--- src/tts_pkg.sv ---
package tts_pkg;

  // APB address width and register byte offsets
  localparam int         ADDR_W      = 8;
  localparam logic [7:0] OFS_CTRL    = 8'h00;
  localparam logic [7:0] OFS_STATUS  = 8'h04;
  localparam logic [7:0] OFS_FIRST   = 8'h08;
  localparam logic [7:0] OFS_PERIOD  = 8'h0c;
  localparam logic [7:0] OFS_LEAD    = 8'h10;
  localparam logic [7:0] OFS_GUARD   = 8'h14;
  localparam logic [7:0] OFS_TIME    = 8'h18;
  localparam logic [7:0] OFS_QDATA   = 8'h20;
  localparam logic [7:0] OFS_QEND    = 8'h30;

  // Control field positions
  localparam int CTRL_EN_BIT  = 0;
  localparam int CTRL_IRQ_BIT = 1;

  // Status field positions
  localparam int ST_FLAG_BIT = 0;
  localparam int ST_WIN_BIT  = 1;
  localparam int ST_EN_BIT   = 2;
  localparam int ST_BUSY_BIT = 3;
  localparam int ST_NE_LSB   = 4;
  localparam int ST_FULL_LSB = 8;
  localparam int ST_MISS_LSB = 16;

  // Reset values
  localparam logic [31:0] CTRL_RST   = 32'h0000_0000;
  localparam logic [31:0] FIRST_RST  = 32'h0000_0000;
  localparam logic [31:0] PERIOD_RST = 32'h0000_c350;
  localparam logic [31:0] LEAD_RST   = 32'h0000_0100;
  localparam logic [31:0] GUARD_RST  = 32'h0000_0800;

  // Timing: worst cyclic launch jitter and the clock it is counted in
  localparam int CLK_NS     = 20;
  localparam int JITTER_NS  = 40;
  localparam int JITTER_CYC = (JITTER_NS / CLK_NS < 1) ? 1 : JITTER_NS / CLK_NS;

  // One word of a frame as it travels through queues and the buffer
  typedef struct packed {
    logic        last;
    logic [31:0] data;
  } tts_word_s;

  typedef enum logic {TTS_IDLE, TTS_SEND} tts_state_e;

endpackage

--- src/tts_txq.sv ---
`timescale 1ns/1ps
module tts_txq #(
  parameter int DEPTH = 16,
  parameter int FW    = $clog2(DEPTH + 1)
) (
  // Clock and reset
  input  wire logic              pclk,
  input  wire logic              presetn,
  // Host fill side
  input  wire logic              wr_en,
  input  tts_pkg::tts_word_s     wr_word,
  output logic                   full,
  // Scheduler drain side
  input  wire logic              rd_en,
  output tts_pkg::tts_word_s     rd_word,
  output logic                   empty,
  output logic [FW-1:0]          frames
);

  localparam int AW = (DEPTH > 1) ? $clog2(DEPTH) : 1;

  if (DEPTH < 2 || (DEPTH & (DEPTH - 1)) != 0) begin : g_chk
    $error("tts_txq: DEPTH must be a power of two, at least 2");
  end

  tts_pkg::tts_word_s mem [DEPTH];
  logic [AW-1:0]      wp_r;
  logic [AW-1:0]      rp_r;
  logic [AW:0]        cnt_r;
  logic [FW-1:0]      frames_r;

  assign full    = (cnt_r == (AW+1)'(DEPTH));
  assign empty   = (cnt_r == '0);
  assign rd_word = mem[rp_r];
  assign frames  = frames_r;

  // Storage; no reset needed, occupancy guards every read
  always_ff @(posedge pclk) begin
    if (wr_en && !full) begin
      mem[wp_r] <= wr_word;
    end
  end

  // Pointers and occupancy
  always_ff @(posedge pclk or negedge presetn) begin
    if (!presetn) begin
      wp_r  <= '0;
      rp_r  <= '0;
      cnt_r <= '0;
    end else begin
      if (wr_en && !full) wp_r <= wp_r + AW'(1);
      if (rd_en && !empty) rp_r <= rp_r + AW'(1);
      cnt_r <= cnt_r + (AW+1)'(wr_en && !full) - (AW+1)'(rd_en && !empty);
    end
  end

  // Only whole frames count, so the scheduler never starts a half-written one
  always_ff @(posedge pclk or negedge presetn) begin
    if (!presetn) begin
      frames_r <= '0;
    end else begin
      frames_r <= frames_r + FW'(wr_en && !full && wr_word.last)
                           - FW'(rd_en && !empty && rd_word.last);
    end
  end

endmodule // tts_txq

--- src/tts_buf2.sv ---
`timescale 1ns/1ps
module tts_buf2 (
  // Clock and reset
  input  wire logic          pclk,
  input  wire logic          presetn,
  // Fill side
  input  wire logic          in_valid,
  output logic               in_ready,
  input  tts_pkg::tts_word_s in_word,
  // Drain side
  output logic               out_valid,
  input  wire logic          out_ready,
  output tts_pkg::tts_word_s out_word
);

  tts_pkg::tts_word_s d0_r;
  tts_pkg::tts_word_s d1_r;
  logic [1:0]         cnt_r;
  logic               push;
  logic               pop;

  // Ready is plain not-full, so a stall costs no word
  assign in_ready  = (cnt_r != 2'h2);
  assign out_valid = (cnt_r != 2'h0);
  assign out_word  = d0_r;
  assign push      = in_valid && in_ready;
  assign pop       = out_valid && out_ready;

  // Two entries; head is always d0
  always_ff @(posedge pclk or negedge presetn) begin
    if (!presetn) begin
      d0_r  <= '0;
      d1_r  <= '0;
      cnt_r <= 2'h0;
    end else begin
      case ({push, pop})
        2'b10: begin
          if (cnt_r == 2'h0) d0_r <= in_word;
          else d1_r <= in_word;
          cnt_r <= cnt_r + 2'h1;
        end
        2'b01: begin
          d0_r  <= d1_r;
          cnt_r <= cnt_r - 2'h1;
        end
        2'b11: begin
          if (cnt_r == 2'h1) begin
            d0_r <= in_word;
          end else begin
            d0_r <= d1_r;
            d1_r <= in_word;
          end
        end
        default: begin
          cnt_r <= cnt_r;
        end
      endcase
    end
  end

endmodule // tts_buf2

--- src/tts_sched.sv ---
`timescale 1ns/1ps
module tts_sched #(
  parameter int QDEPTH = 16
) (
  // Clock and reset
  input  wire logic                      pclk,
  input  wire logic                      presetn,
  // APB slave
  input  wire logic                      psel,
  input  wire logic                      penable,
  input  wire logic                      pwrite,
  input  wire logic [tts_pkg::ADDR_W-1:0] paddr,
  input  wire logic [31:0]               pwdata,
  output logic                           pready,
  output logic [31:0]                    prdata,
  output logic                           pslverr,
  // Transmit stream toward the MAC FIFO
  output logic                           tx_valid,
  input  wire logic                      tx_ready,
  output logic [31:0]                    tx_data,
  output logic                           tx_last,
  // Host notification
  output logic                           cyc_insert_irq
);

  localparam int FW  = $clog2(QDEPTH + 1);
  localparam int JIT = tts_pkg::JITTER_CYC;

  if (QDEPTH < 2) begin : g_chk
    $error("tts_sched: QDEPTH must be at least 2");
  end

  // Configuration and state
  logic [31:0]         ctrl_r;
  logic [31:0]         first_r;
  logic [31:0]         period_r;
  logic [31:0]         lead_r;
  logic [31:0]         guard_r;
  logic [31:0]         time_r;
  logic [31:0]         next_trig_r;
  logic                en_d_r;
  logic                win_r;
  logic                flag_r;
  logic [7:0]          miss_r;
  tts_pkg::tts_state_e state_r;
  logic [1:0]          sel_r;
  logic [1:0]          rr_r;

  // Queue and buffer wiring
  logic [3:0]          q_wr;
  logic [3:0]          q_rd;
  logic [3:0]          q_full;
  logic [3:0]          q_empty;
  logic [FW-1:0]       q_frames [4];
  tts_pkg::tts_word_s  q_word [4];
  tts_pkg::tts_word_s  wr_word;
  tts_pkg::tts_word_s  buf_out;
  logic                buf_in_valid;
  logic                buf_in_ready;

  // Decode and scheduling terms
  logic                apb_acc;
  logic                apb_wr;
  logic                is_q;
  logic [1:0]          wq;
  logic                tts_en;
  logic                irq_mode;
  logic                en_rise;
  logic                trig;
  logic                win_open;
  logic [31:0]         remaining;
  logic                room;
  logic                cyc_start;
  logic                acyc_start;
  logic [1:0]          acyc_q;
  logic [3:0]          ready_q;

  assign tts_en   = ctrl_r[tts_pkg::CTRL_EN_BIT];
  assign irq_mode = ctrl_r[tts_pkg::CTRL_IRQ_BIT];
  assign apb_acc  = psel && penable;
  assign apb_wr   = apb_acc && pwrite;
  assign wq       = paddr[3:2];
  assign is_q     = (paddr[7:4] == tts_pkg::OFS_QDATA[7:4]) ||
                    (paddr[7:4] == tts_pkg::OFS_QEND[7:4]);
  assign wr_word  = '{last: (paddr[7:4] == tts_pkg::OFS_QEND[7:4]), data: pwdata};

  // Four queues, one per priority slot; a second port is a second instance
  for (genvar g = 0; g < 4; g++) begin : g_q
    assign q_wr[g] = apb_wr && is_q && (wq == 2'(g)) && !q_full[g];
    assign q_rd[g] = (state_r == tts_pkg::TTS_SEND) && (sel_r == 2'(g)) && buf_in_ready &&
                     !q_empty[g];
    tts_txq #(.DEPTH(QDEPTH)) u_q (
      .pclk    (pclk),
      .presetn (presetn),
      .wr_en   (q_wr[g]),
      .wr_word (wr_word),
      .full    (q_full[g]),
      .rd_en   (q_rd[g]),
      .rd_word (q_word[g]),
      .empty   (q_empty[g]),
      .frames  (q_frames[g])
    );
  end

  // Zero-wait slave; errors for unmapped offsets and writes into a full queue
  always_comb begin
    pready  = 1'b1;
    pslverr = 1'b0;
    prdata  = 32'h0000_0000;
    if (paddr == tts_pkg::OFS_CTRL) begin
      prdata = ctrl_r;
    end else if (paddr == tts_pkg::OFS_STATUS) begin
      prdata[tts_pkg::ST_FLAG_BIT] = flag_r;
      prdata[tts_pkg::ST_WIN_BIT]  = win_r;
      prdata[tts_pkg::ST_EN_BIT]   = tts_en;
      prdata[tts_pkg::ST_BUSY_BIT] = (state_r == tts_pkg::TTS_SEND);
      prdata[tts_pkg::ST_NE_LSB +: 4]   = ~q_empty;
      prdata[tts_pkg::ST_FULL_LSB +: 4] = q_full;
      prdata[tts_pkg::ST_MISS_LSB +: 8] = miss_r;
    end else if (paddr == tts_pkg::OFS_FIRST) begin
      prdata = first_r;
    end else if (paddr == tts_pkg::OFS_PERIOD) begin
      prdata = period_r;
    end else if (paddr == tts_pkg::OFS_LEAD) begin
      prdata = lead_r;
    end else if (paddr == tts_pkg::OFS_GUARD) begin
      prdata = guard_r;
    end else if (paddr == tts_pkg::OFS_TIME) begin
      prdata = time_r;
    end else if (is_q && paddr[1:0] == 2'h0) begin
      pslverr = apb_acc && pwrite && q_full[wq];
    end else begin
      pslverr = apb_acc;
    end
  end

  // Configuration registers; control may change at any time while running
  always_ff @(posedge pclk or negedge presetn) begin
    if (!presetn) begin
      ctrl_r   <= tts_pkg::CTRL_RST;
      first_r  <= tts_pkg::FIRST_RST;
      period_r <= tts_pkg::PERIOD_RST;
      lead_r   <= tts_pkg::LEAD_RST;
      guard_r  <= tts_pkg::GUARD_RST;
    end else if (apb_wr) begin
      if (paddr == tts_pkg::OFS_CTRL) begin
        ctrl_r <= pwdata & 32'h0000_0003;
      end else if (paddr == tts_pkg::OFS_FIRST) begin
        first_r <= pwdata;
      end else if (paddr == tts_pkg::OFS_PERIOD) begin
        period_r <= pwdata;
      end else if (paddr == tts_pkg::OFS_LEAD) begin
        lead_r <= pwdata;
      end else if (paddr == tts_pkg::OFS_GUARD) begin
        guard_r <= pwdata;
      end
    end
  end

  // Free-running port time in clock cycles
  always_ff @(posedge pclk or negedge presetn) begin
    if (!presetn) time_r <= 32'h0000_0000;
    else time_r <= time_r + 32'h0000_0001;
  end

  // Exact compare against the running time keeps launches on the cycle
  assign en_rise   = tts_en && !en_d_r;
  assign trig      = tts_en && !en_rise && (time_r == next_trig_r);
  assign win_open  = tts_en && !en_rise && (time_r + lead_r == next_trig_r);
  assign remaining = next_trig_r - time_r;
  assign room      = remaining > guard_r;

  // Trigger schedule: loaded on enable, then advanced one period per trigger
  always_ff @(posedge pclk or negedge presetn) begin
    if (!presetn) begin
      en_d_r      <= 1'b0;
      next_trig_r <= 32'h0000_0000;
    end else begin
      en_d_r <= tts_en;
      if (en_rise) next_trig_r <= first_r;
      else if (trig) next_trig_r <= next_trig_r + period_r;
    end
  end

  // Insert window runs from lead time before a trigger up to the trigger
  always_ff @(posedge pclk or negedge presetn) begin
    if (!presetn) win_r <= 1'b0;
    else if (!tts_en || trig) win_r <= 1'b0;
    else if (win_open) win_r <= 1'b1;
  end

  // Host notification flag; dropped once the host has delivered a cyclic frame
  always_ff @(posedge pclk or negedge presetn) begin
    if (!presetn) begin
      flag_r <= 1'b0;
    end else if (win_open && q_frames[0] == '0) begin
      flag_r <= 1'b1;
    end else if (!tts_en || trig || q_frames[0] != '0) begin
      flag_r <= 1'b0;
    end
  end

  // Interrupt mode adds a line on top of the flag
  assign cyc_insert_irq = flag_r && irq_mode;

  // Queues eligible for round-robin service; queue 0 is held back for triggers while enabled
  always_comb begin
    for (int i = 0; i < 4; i++) begin
      ready_q[i] = (q_frames[i] != '0) && (!tts_en || (i != 0 && room));
    end
  end

  // Round-robin pick starting after the last served queue
  always_comb begin
    logic [1:0] k;
    k          = 2'h0;
    acyc_q     = 2'h0;
    acyc_start = 1'b0;
    for (int j = 1; j <= 4; j++) begin
      k = rr_r + 2'(j);
      if (!acyc_start && ready_q[k]) begin
        acyc_q     = k;
        acyc_start = 1'b1;
      end
    end
    if (state_r != tts_pkg::TTS_IDLE || cyc_start) acyc_start = 1'b0;
  end

  // A cyclic frame goes only if queued before its trigger
  assign cyc_start = trig && (state_r == tts_pkg::TTS_IDLE) && (q_frames[0] != '0);

  // Transmit task: the cyclic check comes ahead of the round-robin service and wins
  always_ff @(posedge pclk or negedge presetn) begin
    if (!presetn) begin
      state_r <= tts_pkg::TTS_IDLE;
      sel_r   <= 2'h0;
      rr_r    <= 2'h3;
    end else begin
      case (state_r)
        tts_pkg::TTS_IDLE: begin
          if (cyc_start) begin
            sel_r   <= 2'h0;
            state_r <= tts_pkg::TTS_SEND;
          end else if (acyc_start) begin
            sel_r   <= acyc_q;
            rr_r    <= acyc_q;
            state_r <= tts_pkg::TTS_SEND;
          end
        end
        tts_pkg::TTS_SEND: begin
          if (q_rd[sel_r] && q_word[sel_r].last) state_r <= tts_pkg::TTS_IDLE;
        end
        default: state_r <= tts_pkg::TTS_IDLE;
      endcase
    end
  end

  // Missed cyclic slots are counted but leave the schedule alone
  always_ff @(posedge pclk or negedge presetn) begin
    if (!presetn) miss_r <= 8'h00;
    else if (trig && !cyc_start && miss_r != 8'hff) miss_r <= miss_r + 8'h01;
  end

  // Frame words pass a two-entry buffer so a stalled link drops nothing
  assign buf_in_valid = (state_r == tts_pkg::TTS_SEND) && !q_empty[sel_r];
  tts_buf2 u_buf (
    .pclk      (pclk),
    .presetn   (presetn),
    .in_valid  (buf_in_valid),
    .in_ready  (buf_in_ready),
    .in_word   (q_word[sel_r]),
    .out_valid (tx_valid),
    .out_ready (tx_ready),
    .out_word  (buf_out)
  );
  assign tx_data = buf_out.data;
  assign tx_last = buf_out.last;

  // Checks
  property p_cyc_at_trig;
    @(posedge pclk) disable iff (!presetn)
    cyc_start |=> (state_r == tts_pkg::TTS_SEND) && (sel_r == 2'h0);
  endproperty
  a_cyc_at_trig: assert property (p_cyc_at_trig) else $error("cyclic frame not started");

  property p_skip_empty;
    @(posedge pclk) disable iff (!presetn)
    (trig && q_frames[0] == '0) |=> !((state_r == tts_pkg::TTS_SEND) && (sel_r == 2'h0));
  endproperty
  a_skip_empty: assert property (p_skip_empty) else $error("cyclic sent with empty queue");

  property p_acyc_room;
    @(posedge pclk) disable iff (!presetn)
    (acyc_start && tts_en) |-> (remaining > guard_r) && (acyc_q != 2'h0);
  endproperty
  a_acyc_room: assert property (p_acyc_room) else $error("acyclic started without room");

  property p_flag_set;
    @(posedge pclk) disable iff (!presetn)
    (win_open && q_frames[0] == '0) |=> flag_r && win_r;
  endproperty
  a_flag_set: assert property (p_flag_set) else $error("insert flag not set");

  property p_flag_clr;
    @(posedge pclk) disable iff (!presetn)
    (flag_r && !win_open && (trig || q_frames[0] != '0)) |=> !flag_r;
  endproperty
  a_flag_clr: assert property (p_flag_clr) else $error("insert flag not cleared");

  property p_irq;
    @(posedge pclk) disable iff (!presetn)
    $rose(flag_r) && irq_mode |-> cyc_insert_irq;
  endproperty
  a_irq: assert property (p_irq) else $error("interrupt missing");

  property p_period;
    @(posedge pclk) disable iff (!presetn)
    (trig && !en_rise) |=> next_trig_r == $past(next_trig_r) + $past(period_r);
  endproperty
  a_period: assert property (p_period) else $error("trigger period wrong");

  property p_first;
    @(posedge pclk) disable iff (!presetn)
    en_rise |=> next_trig_r == $past(first_r);
  endproperty
  a_first: assert property (p_first) else $error("first trigger not loaded");

  property p_serve;
    @(posedge pclk) disable iff (!presetn)
    (!tts_en && state_r == tts_pkg::TTS_IDLE && q_frames[1] != '0) |=>
      state_r == tts_pkg::TTS_SEND;
  endproperty
  a_serve: assert property (p_serve) else $error("waiting frame not served");

  property p_launch;
    @(posedge pclk) disable iff (!presetn)
    (cyc_start && buf_in_ready) |-> ##[1:JIT] buf_in_valid;
  endproperty
  a_launch: assert property (p_launch) else $error("cyclic launch late");

  c_cyc:  cover property (@(posedge pclk) disable iff (!presetn) cyc_start);
  c_acyc: cover property (@(posedge pclk) disable iff (!presetn) acyc_start && tts_en);
  c_flag: cover property (@(posedge pclk) disable iff (!presetn) $fell(flag_r) && !trig);
  c_miss: cover property (@(posedge pclk) disable iff (!presetn) trig && !cyc_start);

endmodule // tts_sched

--- config.mk ---
export PLATFORM = sky130hd
export DESIGN_NAME = tts_sched
export DESIGN_NICKNAME = d
export VERILOG_FILES = /design/src/tts_pkg.sv /design/src/tts_txq.sv /design/src/tts_buf2.sv /design/src/tts_sched.sv
export SDC_FILE = /design/constraint.sdc
export NUM_CORES = 2
export LEC_CHECK = 0
export BUFFER_PORTS_ARGS = -buffer_cell sky130_fd_sc_hd__clkbuf_2
export CORE_ASPECT_RATIO = 2
export CORE_MARGIN = 10
export CORE_UTILIZATION = 55
export DETAILED_ROUTE_END_ITERATION = 7
export PLACE_DENSITY = 0.71
export SYNTH_ARGS = -nofsm -noshare
export SYNTH_HDL_FRONTEND = slang
export SYNTH_SLANG_ARGS = --single-unit
--- constraint.sdc ---
create_clock -name pclk -period 5.29 [get_ports pclk]
set_input_delay 0.529 -clock pclk [delete_from_list [all_inputs] [get_ports pclk]]
set_output_delay 0.529 -clock pclk [all_outputs]
set_load 0.02 [all_outputs]
# --- Word level (Yosys, flattened, before mapping) ---
# Memories as Yosys holds them, arrays and structs flattened.
# Cells that the tools add are included.
totals:
  register_bits: 350
  out_inout_bits: 69
  in_bits: 46
  wordCells: 303
  ramBits: 2112
  mem_count: 4
classes:
  n_reduce_logical: 114
  mux: 71
  add_sub_neg: 34
  n_eq_ne: 29
  order_cmp: 8
  bitwise_logic: 8
mem_list:
  columns: ["name", "words", "width", "rd", "rd_ports_with_merged_regs", "wr", "line", "text"]
  rows:
  - ["g_q[0].u_q.mem", 16, 33, 1, 0, 1, "tts_txq.sv:26", "tts_pkg::tts_word_s mem [DEPTH];"]
  - ["g_q[1].u_q.mem", 16, 33, 1, 0, 1, "tts_txq.sv:26", null]
  - ["g_q[2].u_q.mem", 16, 33, 1, 0, 1, "tts_txq.sv:26", null]
  - ["g_q[3].u_q.mem", 16, 33, 1, 0, 1, "tts_txq.sv:26", null]
ops:
  columns: ["op", "n"]
  rows:
  - ["32-bit two-way mux", 8]
  - ["33-bit two-way mux", 6]
  - ["33-bit case mux with 3 select lines", 1]
  - ["33-bit binary-select mux with 2-bit select", 1]
  - ["33-bit case mux with 2 select lines", 1]
  - ["32-bit adder", 2]
  - ["32-bit == test", 2]
  - ["1-bit logical AND", 62]
  - ["5-bit by 1-bit adder with 5-bit output", 8]
  - ["5-bit by 1-bit subtractor with 5-bit output", 8]
  - ["1-bit two-way mux", 35]
  - ["32-bit by 1-bit adder with 32-bit output (second input constant)", 1]
  - ["4-bit by 1-bit adder with 4-bit output (second input constant)", 8]
  - ["32-bit > comparator", 1]
  - ["32-bit subtractor", 1]
  - ["5-bit zero test", 5]
  - ["8-bit by 5-bit == test with 1-bit output (second input constant)", 3]
  - ["5-bit == test (second input constant)", 4]
  - ["5-bit nonzero test", 4]
  - ["2-bit by 3-bit less-than comparator with 1-bit output (second input constant)", 6]
  - ["8-bit by 4-bit == test with 1-bit output (second input constant)", 2]
  - ["1-bit zero test", 16]
  - ["8-bit two-way mux", 2]
  - ["1-bit binary-select mux with 2-bit select", 7]
  - ["other kinds (30)", 70]

# --- Longest topological paths before layout ---
logic_depth:
  word_depth: 20
  depth_mapped: 24
  ltp_nobuf: 24

# --- By module ---
# Synthesis repeated with hierarchy kept, for this count alone.
unflattened:
  hier_cells: 5720
  hier_area_um2: 103112.6
modules_own_cells:
  columns: ["mod", "n_inst", "seq_area_each_um2", "cells_each", "area_each_um2"]
  rows:
  - ["tts_txq (g_q[0].u_q ...)", 2, 16305.6, 931, 20885.0]
  - ["tts_txq (g_q[3].u_q)", 1, 16305.6, 933, 20897.5]
  - ["tts_txq (g_q[2].u_q)", 1, 16305.6, 931, 20882.5]
  - ["tts_sched", 1, 5267.6, 1703, 16300.6]
  - ["tts_buf2", 1, 1701.6, 291, 3261.9]

# --- Least setup slack after synthesis ---
# No wires, ideal clock.
synth_timing:
  path_kind: "input-to-reg"
  from: "input pwrite"
  to: "memory g_q[1].u_q.mem[3][0] (netlist bit) (enable)"
  slack_ns: 0.759
  n_path_buf: 0
  setup_time_ns: 0.464
  t_arrival_ns: 4.067
  stages: 5
  t_required_ns: 4.826
  cell_sequence: "and3_1 -> nand3_1 -> nor3_1 -> nand2_1 -> nor3_1"
synth_via:
  elab_chain_cells: 7
synth_rtl:
  columns: ["item", "line", "text"]
  rows:
  - ["start: declaration", "tts_sched.sv:11", "input wire logic pwrite,"]
  - ["1-bit logical AND", "tts_sched.sv:81", "assign apb_wr = apb_acc && pwrite;"]
  - ["1-bit logical AND (3 in a row)", "tts_sched.sv:89", "assign q_wr[g] = apb_wr && is_q && (wq == 2'(g)) && !q_full[g];"]
  - ["1-bit logical AND", "tts_txq.sv:39", "if (wr_en && !full) begin"]
  - ["1-bit two-way mux", "tts_txq.sv:39", null]
  - ["1-bit two-way mux (not written as such)", "tts_txq.sv:40", "mem[wp_r] <= wr_word;"]
  - ["end: declaration", "tts_txq.sv:26", null]
# No other way between the ends.

# --- Worst setup path in the final report ---
layout_timing:
  from: "register time_r[4]"
  to: "register rr_r[1]"
layout_via:
  elab_chain_cells: 18
  elab_cells_between_ends: 36
  classes_between: "add/sub (1); order compare (1); eq/ne (1); mux (17); bitwise (1); reduce/logical (15)"
layout_rtl:
  columns: ["item", "line", "text"]
  rows:
  - ["start: declaration", "tts_sched.sv:39", "logic [31:0] time_r;"]
  - ["start signal: assignment", "tts_sched.sv:163", "else time_r <= time_r + 32'h0000_0001;"]
  - ["32-bit subtractor", "tts_sched.sv:170", "assign remaining = next_trig_r - time_r;"]
  - ["32-bit > comparator", "tts_sched.sv:171", "assign room = remaining > guard_r;"]
  - ["1-bit logical OR", "tts_sched.sv:209", "ready_q[i] = (q_frames[i] != '0) && (!tts_en || (i != 0 && room));"]
  - ["1-bit logical AND", "tts_sched.sv:209", null]
  - ["1-bit binary-select mux with 2-bit select", "tts_sched.sv:221", "if (!acyc_start && ready_q[k]) begin"]
  - ["1-bit two-way mux (not written as such)", "tts_sched.sv:221", null]
  - ["1-bit two-way mux", "tts_sched.sv:221", null]
  - ["1-bit zero test", "tts_sched.sv:221", null]
  - ["[... 2 more ...]", null, null]
  - ["1-bit zero test", "tts_sched.sv:221", null]
  - ["1-bit logical AND", "tts_sched.sv:221", null]
  - ["1-bit two-way mux", "tts_sched.sv:221", null]
  - ["1-bit zero test", "tts_sched.sv:221", null]
  - ["1-bit logical AND", "tts_sched.sv:221", null]
  - ["1-bit two-way mux", "tts_sched.sv:221", null]
  - ["1-bit two-way mux", "tts_sched.sv:226", "if (state_r != tts_pkg::TTS_IDLE || cyc_start) acyc_start = 1'b0;"]
  - ["3-bit AND reduction (no line)", null, null]
  - ["end signal: assignment", "tts_sched.sv:246", "rr_r <= acyc_q;"]
  - ["end: declaration", "tts_sched.sv:47", "logic [1:0] rr_r;"]
# Several ways; a longest one is shown, not always the timed one. The select of a mux whose other input is x is not followed.
# A chain may end at the register's enable or synchronous reset.

==> key figures <==
Routing
  • Via count: 54355
  • Antenna viol nets, final: 0
  • Routed wire length: 284000 µm
  • Drt pass-1 iters: 8
  • Starting DRT DRC Count: 5126
  • Drt wl/cell: 33.7 µm
  • Vias per inst: 6.45
  • DR DRC count: 0

Setup path
  • Crit-path most repeated cell: ha_1
  • Cell family with most CP delay: compound AO/OA/AOI/OAI gates
  • Worst R2R Path Depth: 20
  • Crit path buf inv count: 1
  • CP max-delay cell: a211oi_1
  • Setup slack, reg-to-reg: 0.18 ns
  • R2r startpoint: time_r[4]
  • Arrival @ worst endpoint: 5.88 ns
  • Reg2reg end: rr_r[1]
  • Worst-path cell chain: inv_1 > ha_1 > a21o_1 > a211oi_1 > a211oi_4 > o31ai_1 > nand2_1 > o41ai_4 > o2111a_1 > a21oi_1 > xor2_1 > ha_1 > nand4_1 > nor4_2 > nor4bb_1 > o21ai_1 > a21o_2 > nand3_1 > or3b_2 > o21ai_0
  • Critical path type: flop to flop
  • Critical Path Start Type: flop
  • Critical Path RT: 6.06 ns
  • Worst Path Max Fanout: 3
  • Slowest Stage Delay on Critical Path: 0.52 ns
  • Worst Setup End Kind: flop

Timing
  • Actual slew at the worst max-slew pin: 1.32 ns
  • Endpoints failing setup: 0
  • Slew Limit Fails: 0
  • Clock skew: 0.0719 ns
  • Setup TNS: 0 ns
  • Fmax: 196 MHz
  • Fin crit share: 96.6%
  • Max-Slew Margin vs Limit: 11.2%
  • Worst Hold Margin: 0.235 ns
  • Crit path time final: 5.11 ns
  • Final hold violations: 0

Cells and area
  • Largest Register: g_q.u_q.mem
  • Max reg flops: 2112
  • Layout Cells excl Fill: 8425
  • Share of layout cells above drive strength 1: 28.6%
  • Area delta synth->final: 12.1%
  • Filler cells: 12976
  • # nets final: 6026

Logic synthesis
  • Mapped Nets: 5668
  • Post-synth ARST share: 14.2%
  • Post-synth top area share: 61.6%
  • Post-synth EDFFs: 2112
  • Mapped Cells: 5410
  • Ys Warns: 0
  • Synth cell types: 90
  • Area contributors post-synth: edfxtp_1, mux4_2, dfrtp_1
  • Most frequent cell after synthesis: edfxtp_1
  • Top cells by count, synth: edfxtp_1, mux4_2, dfrtp_1, nand2_1, ha_1
  • Post-Synthesis Mean Instance Area: 19.0 µm²
  • Synth Flop Type: edfxtp_1
  • Synthesis-stage register bit count: 2462
  • Sequential share of the synthesized area: 70.2%
  • Cell taking the most area after synthesis: edfxtp_1
  • Post-Syn Area: 103000 µm²

Flow run
  • MaxCap Viol Count: 0

Place
  • HPWL Detailed: 192000 µm
  • RePlAce Congestion: 1.01
  • Port bufs: 113
  • Inst Count DP: 8043

Clocking
  • Worst skew pair latency: 0.85 ns
  • H-tree depth: 4
  • CTS buffer count: 206
  • Clock-pin slew on the worst setup and hold paths: 0.07 ns
  • CTS Buffer Depth: 4
  • CTS tree: done
  • # clock sinks: 2462
  • Root Driver: clkbuf_16

Pwr
  • Max VDD drop: 276 µV
  • Tot Pwr: 53.6 mW
  • Pwr/cell area: 464 nW/µm²
  • Leak: 39.7 nW

Status
  • Run status: finished clean

Global routing
  • Total grt overflow: 0
  • Initial antenna violation count: 9
  • Global-route wire length before repair: 409000 µm
  • Largest net degree at the start of global routing: 135
  • Tot GR Track Use: 27.7%
  • Vias in the first global route: 58073

Floorplan
  • Ports: 115
  • Die extent in y: 632 µm
  • Die W: 326 µm
  • Floorplan core area: 186000 µm²
  • Starting density of the core: 55.3%
  • Rows: 224
  • Die area: 206000 µm²

Min path
  • Worst hold path type: primary input to async pin
==> final cells by class <==
cell class	count	area, µm²	share of cell area (%)
diodes	4	10.0	0.00868
flip-flops and latches	2462	72200	62.6
inverters	200	751	0.651
clock inverters	133	1570	1.36
repair buffers	404	2940	2.55
multi-input cells	2494	29300	25.4
well taps	2486	3110	2.70
clock buffers	242	5400	4.68
==> what timing repair did <==
item                                    CTS  global route
hold buffers                              1             0
pin swaps                                 0             4
hold endpoints to repair                 67             0
buffers inserted                          0             2
endpoints found under the setup margin    5             5
resized for setup                         5             9
==> worst max path at each step <==
stage | startpoint | end | cells after the start
2_1_floorplan | pwrite | g_q[1].u_q.mem[3][0] | 5
3_3_place_gp | time_r[1] | rr_r[1] | 21
3_5_place_dp | time_r[1] | sel_r[1] | 21
4_1_cts | next_trig_r[0] | sel_r[1] | 26
5_1_grt | time_r[4] | sel_r[1] | 20
6_report | time_r[4] | rr_r[1] | 20
==> cell families after synthesis <==
group	share of synthesized area [%]
simple gates	3.07
compound gates	3.88
flops	70.2
mux	16.8
buf+inv	1.78
fa+ha+maj	2.66
xor+xnor	1.65
other cells	0.00364
==> stage by stage <==
stage	setup slack, ns	instance area, µm²	utilization (%)
after floorplan	0.759	103000	-
after global placement	-0.287	108000	58.2
after detailed placement	-0.238	108000	58.2
after CTS	0.00839	115000	61.9
after global routing	-0.00309	115000	62.0
final	0.182	115000	62.0
==> where the power goes <==
part / switching [mW] / leakage (nW) / internal (mW)
sequential: 1.38 / 23.4 / 21.7
combinational: 7.22 / 13.0 / 7.37
clock: 7.05 / 3.34 / 8.87
total: 15.7 / 39.7 / 37.9
==> per-layer routing <==
layer	vias to the layer above	GRT usage (%)	wire, µm
met5	-	0	40
met2	2309	53.2	160000
met1	28655	27.7	87700
met3	780	4.12	16100
met4	6	16.7	20500
li1	22605	-	-
==> placed cells by master (no fill, tap or decap), types with 13 or more instances in the layout <==
cell type / Yosys / final
a21o_1: 52 / 51
a21oi_1: 111 / 110
a221o_1: 20 / 20
a221oi_1: 32 / 32
a22oi_1: 61 / 61
and2_1: 41 / 16
and2_2: 0 / 25
and3_1: 25 / 24
buf_12: 0 / 14
buf_4: 19 / 276
bufinv_16: 0 / 31
clkbuf_1: 167 / 30
clkbuf_16: 0 / 210
clkbuf_2: 0 / 112
clkinv_1: 0 / 27
clkinv_2: 0 / 28
clkinvlp_4: 0 / 22
dfrtp_1: 340 / 323
edfxtp_1: 2112 / 2112
ha_1: 201 / 201
inv_1: 199 / 199
mux2_2: 139 / 139
mux4_2: 695 / 695
nand2_1: 209 / 209
nand2b_1: 18 / 18
nand3_1: 46 / 45
nand4_1: 38 / 38
nor2_1: 127 / 96
nor2_4: 0 / 28
nor2b_1: 17 / 16
nor3_1: 61 / 41
nor3_2: 0 / 20
o211ai_1: 15 / 15
o21ai_0: 163 / 160
o22ai_1: 33 / 33
or3_1: 13 / 13
xnor2_1: 134 / 134
xor2_1: 57 / 57
==> worst register-to-register path, cell delays in order, from the launching register on <==
cell	delay (ns)
dfrtp_1	0.35
inv_1	0.06
ha_1	0.31
a21o_1	0.19
a211oi_1	0.52
a211oi_4	0.20
o31ai_1	0.25
nand2_1	0.23
o41ai_4	0.40
o2111a_1	0.28
a21oi_1	0.08
xor2_1	0.15
ha_1	0.35
nand4_1	0.22
nor4_2	0.35
nor4bb_1	0.10
o21ai_1	0.14
a21o_2	0.21
nand3_1	0.11
or3b_2	0.49
o21ai_0	0.09
No activity file was read; power rests on OpenSTA's default activity.
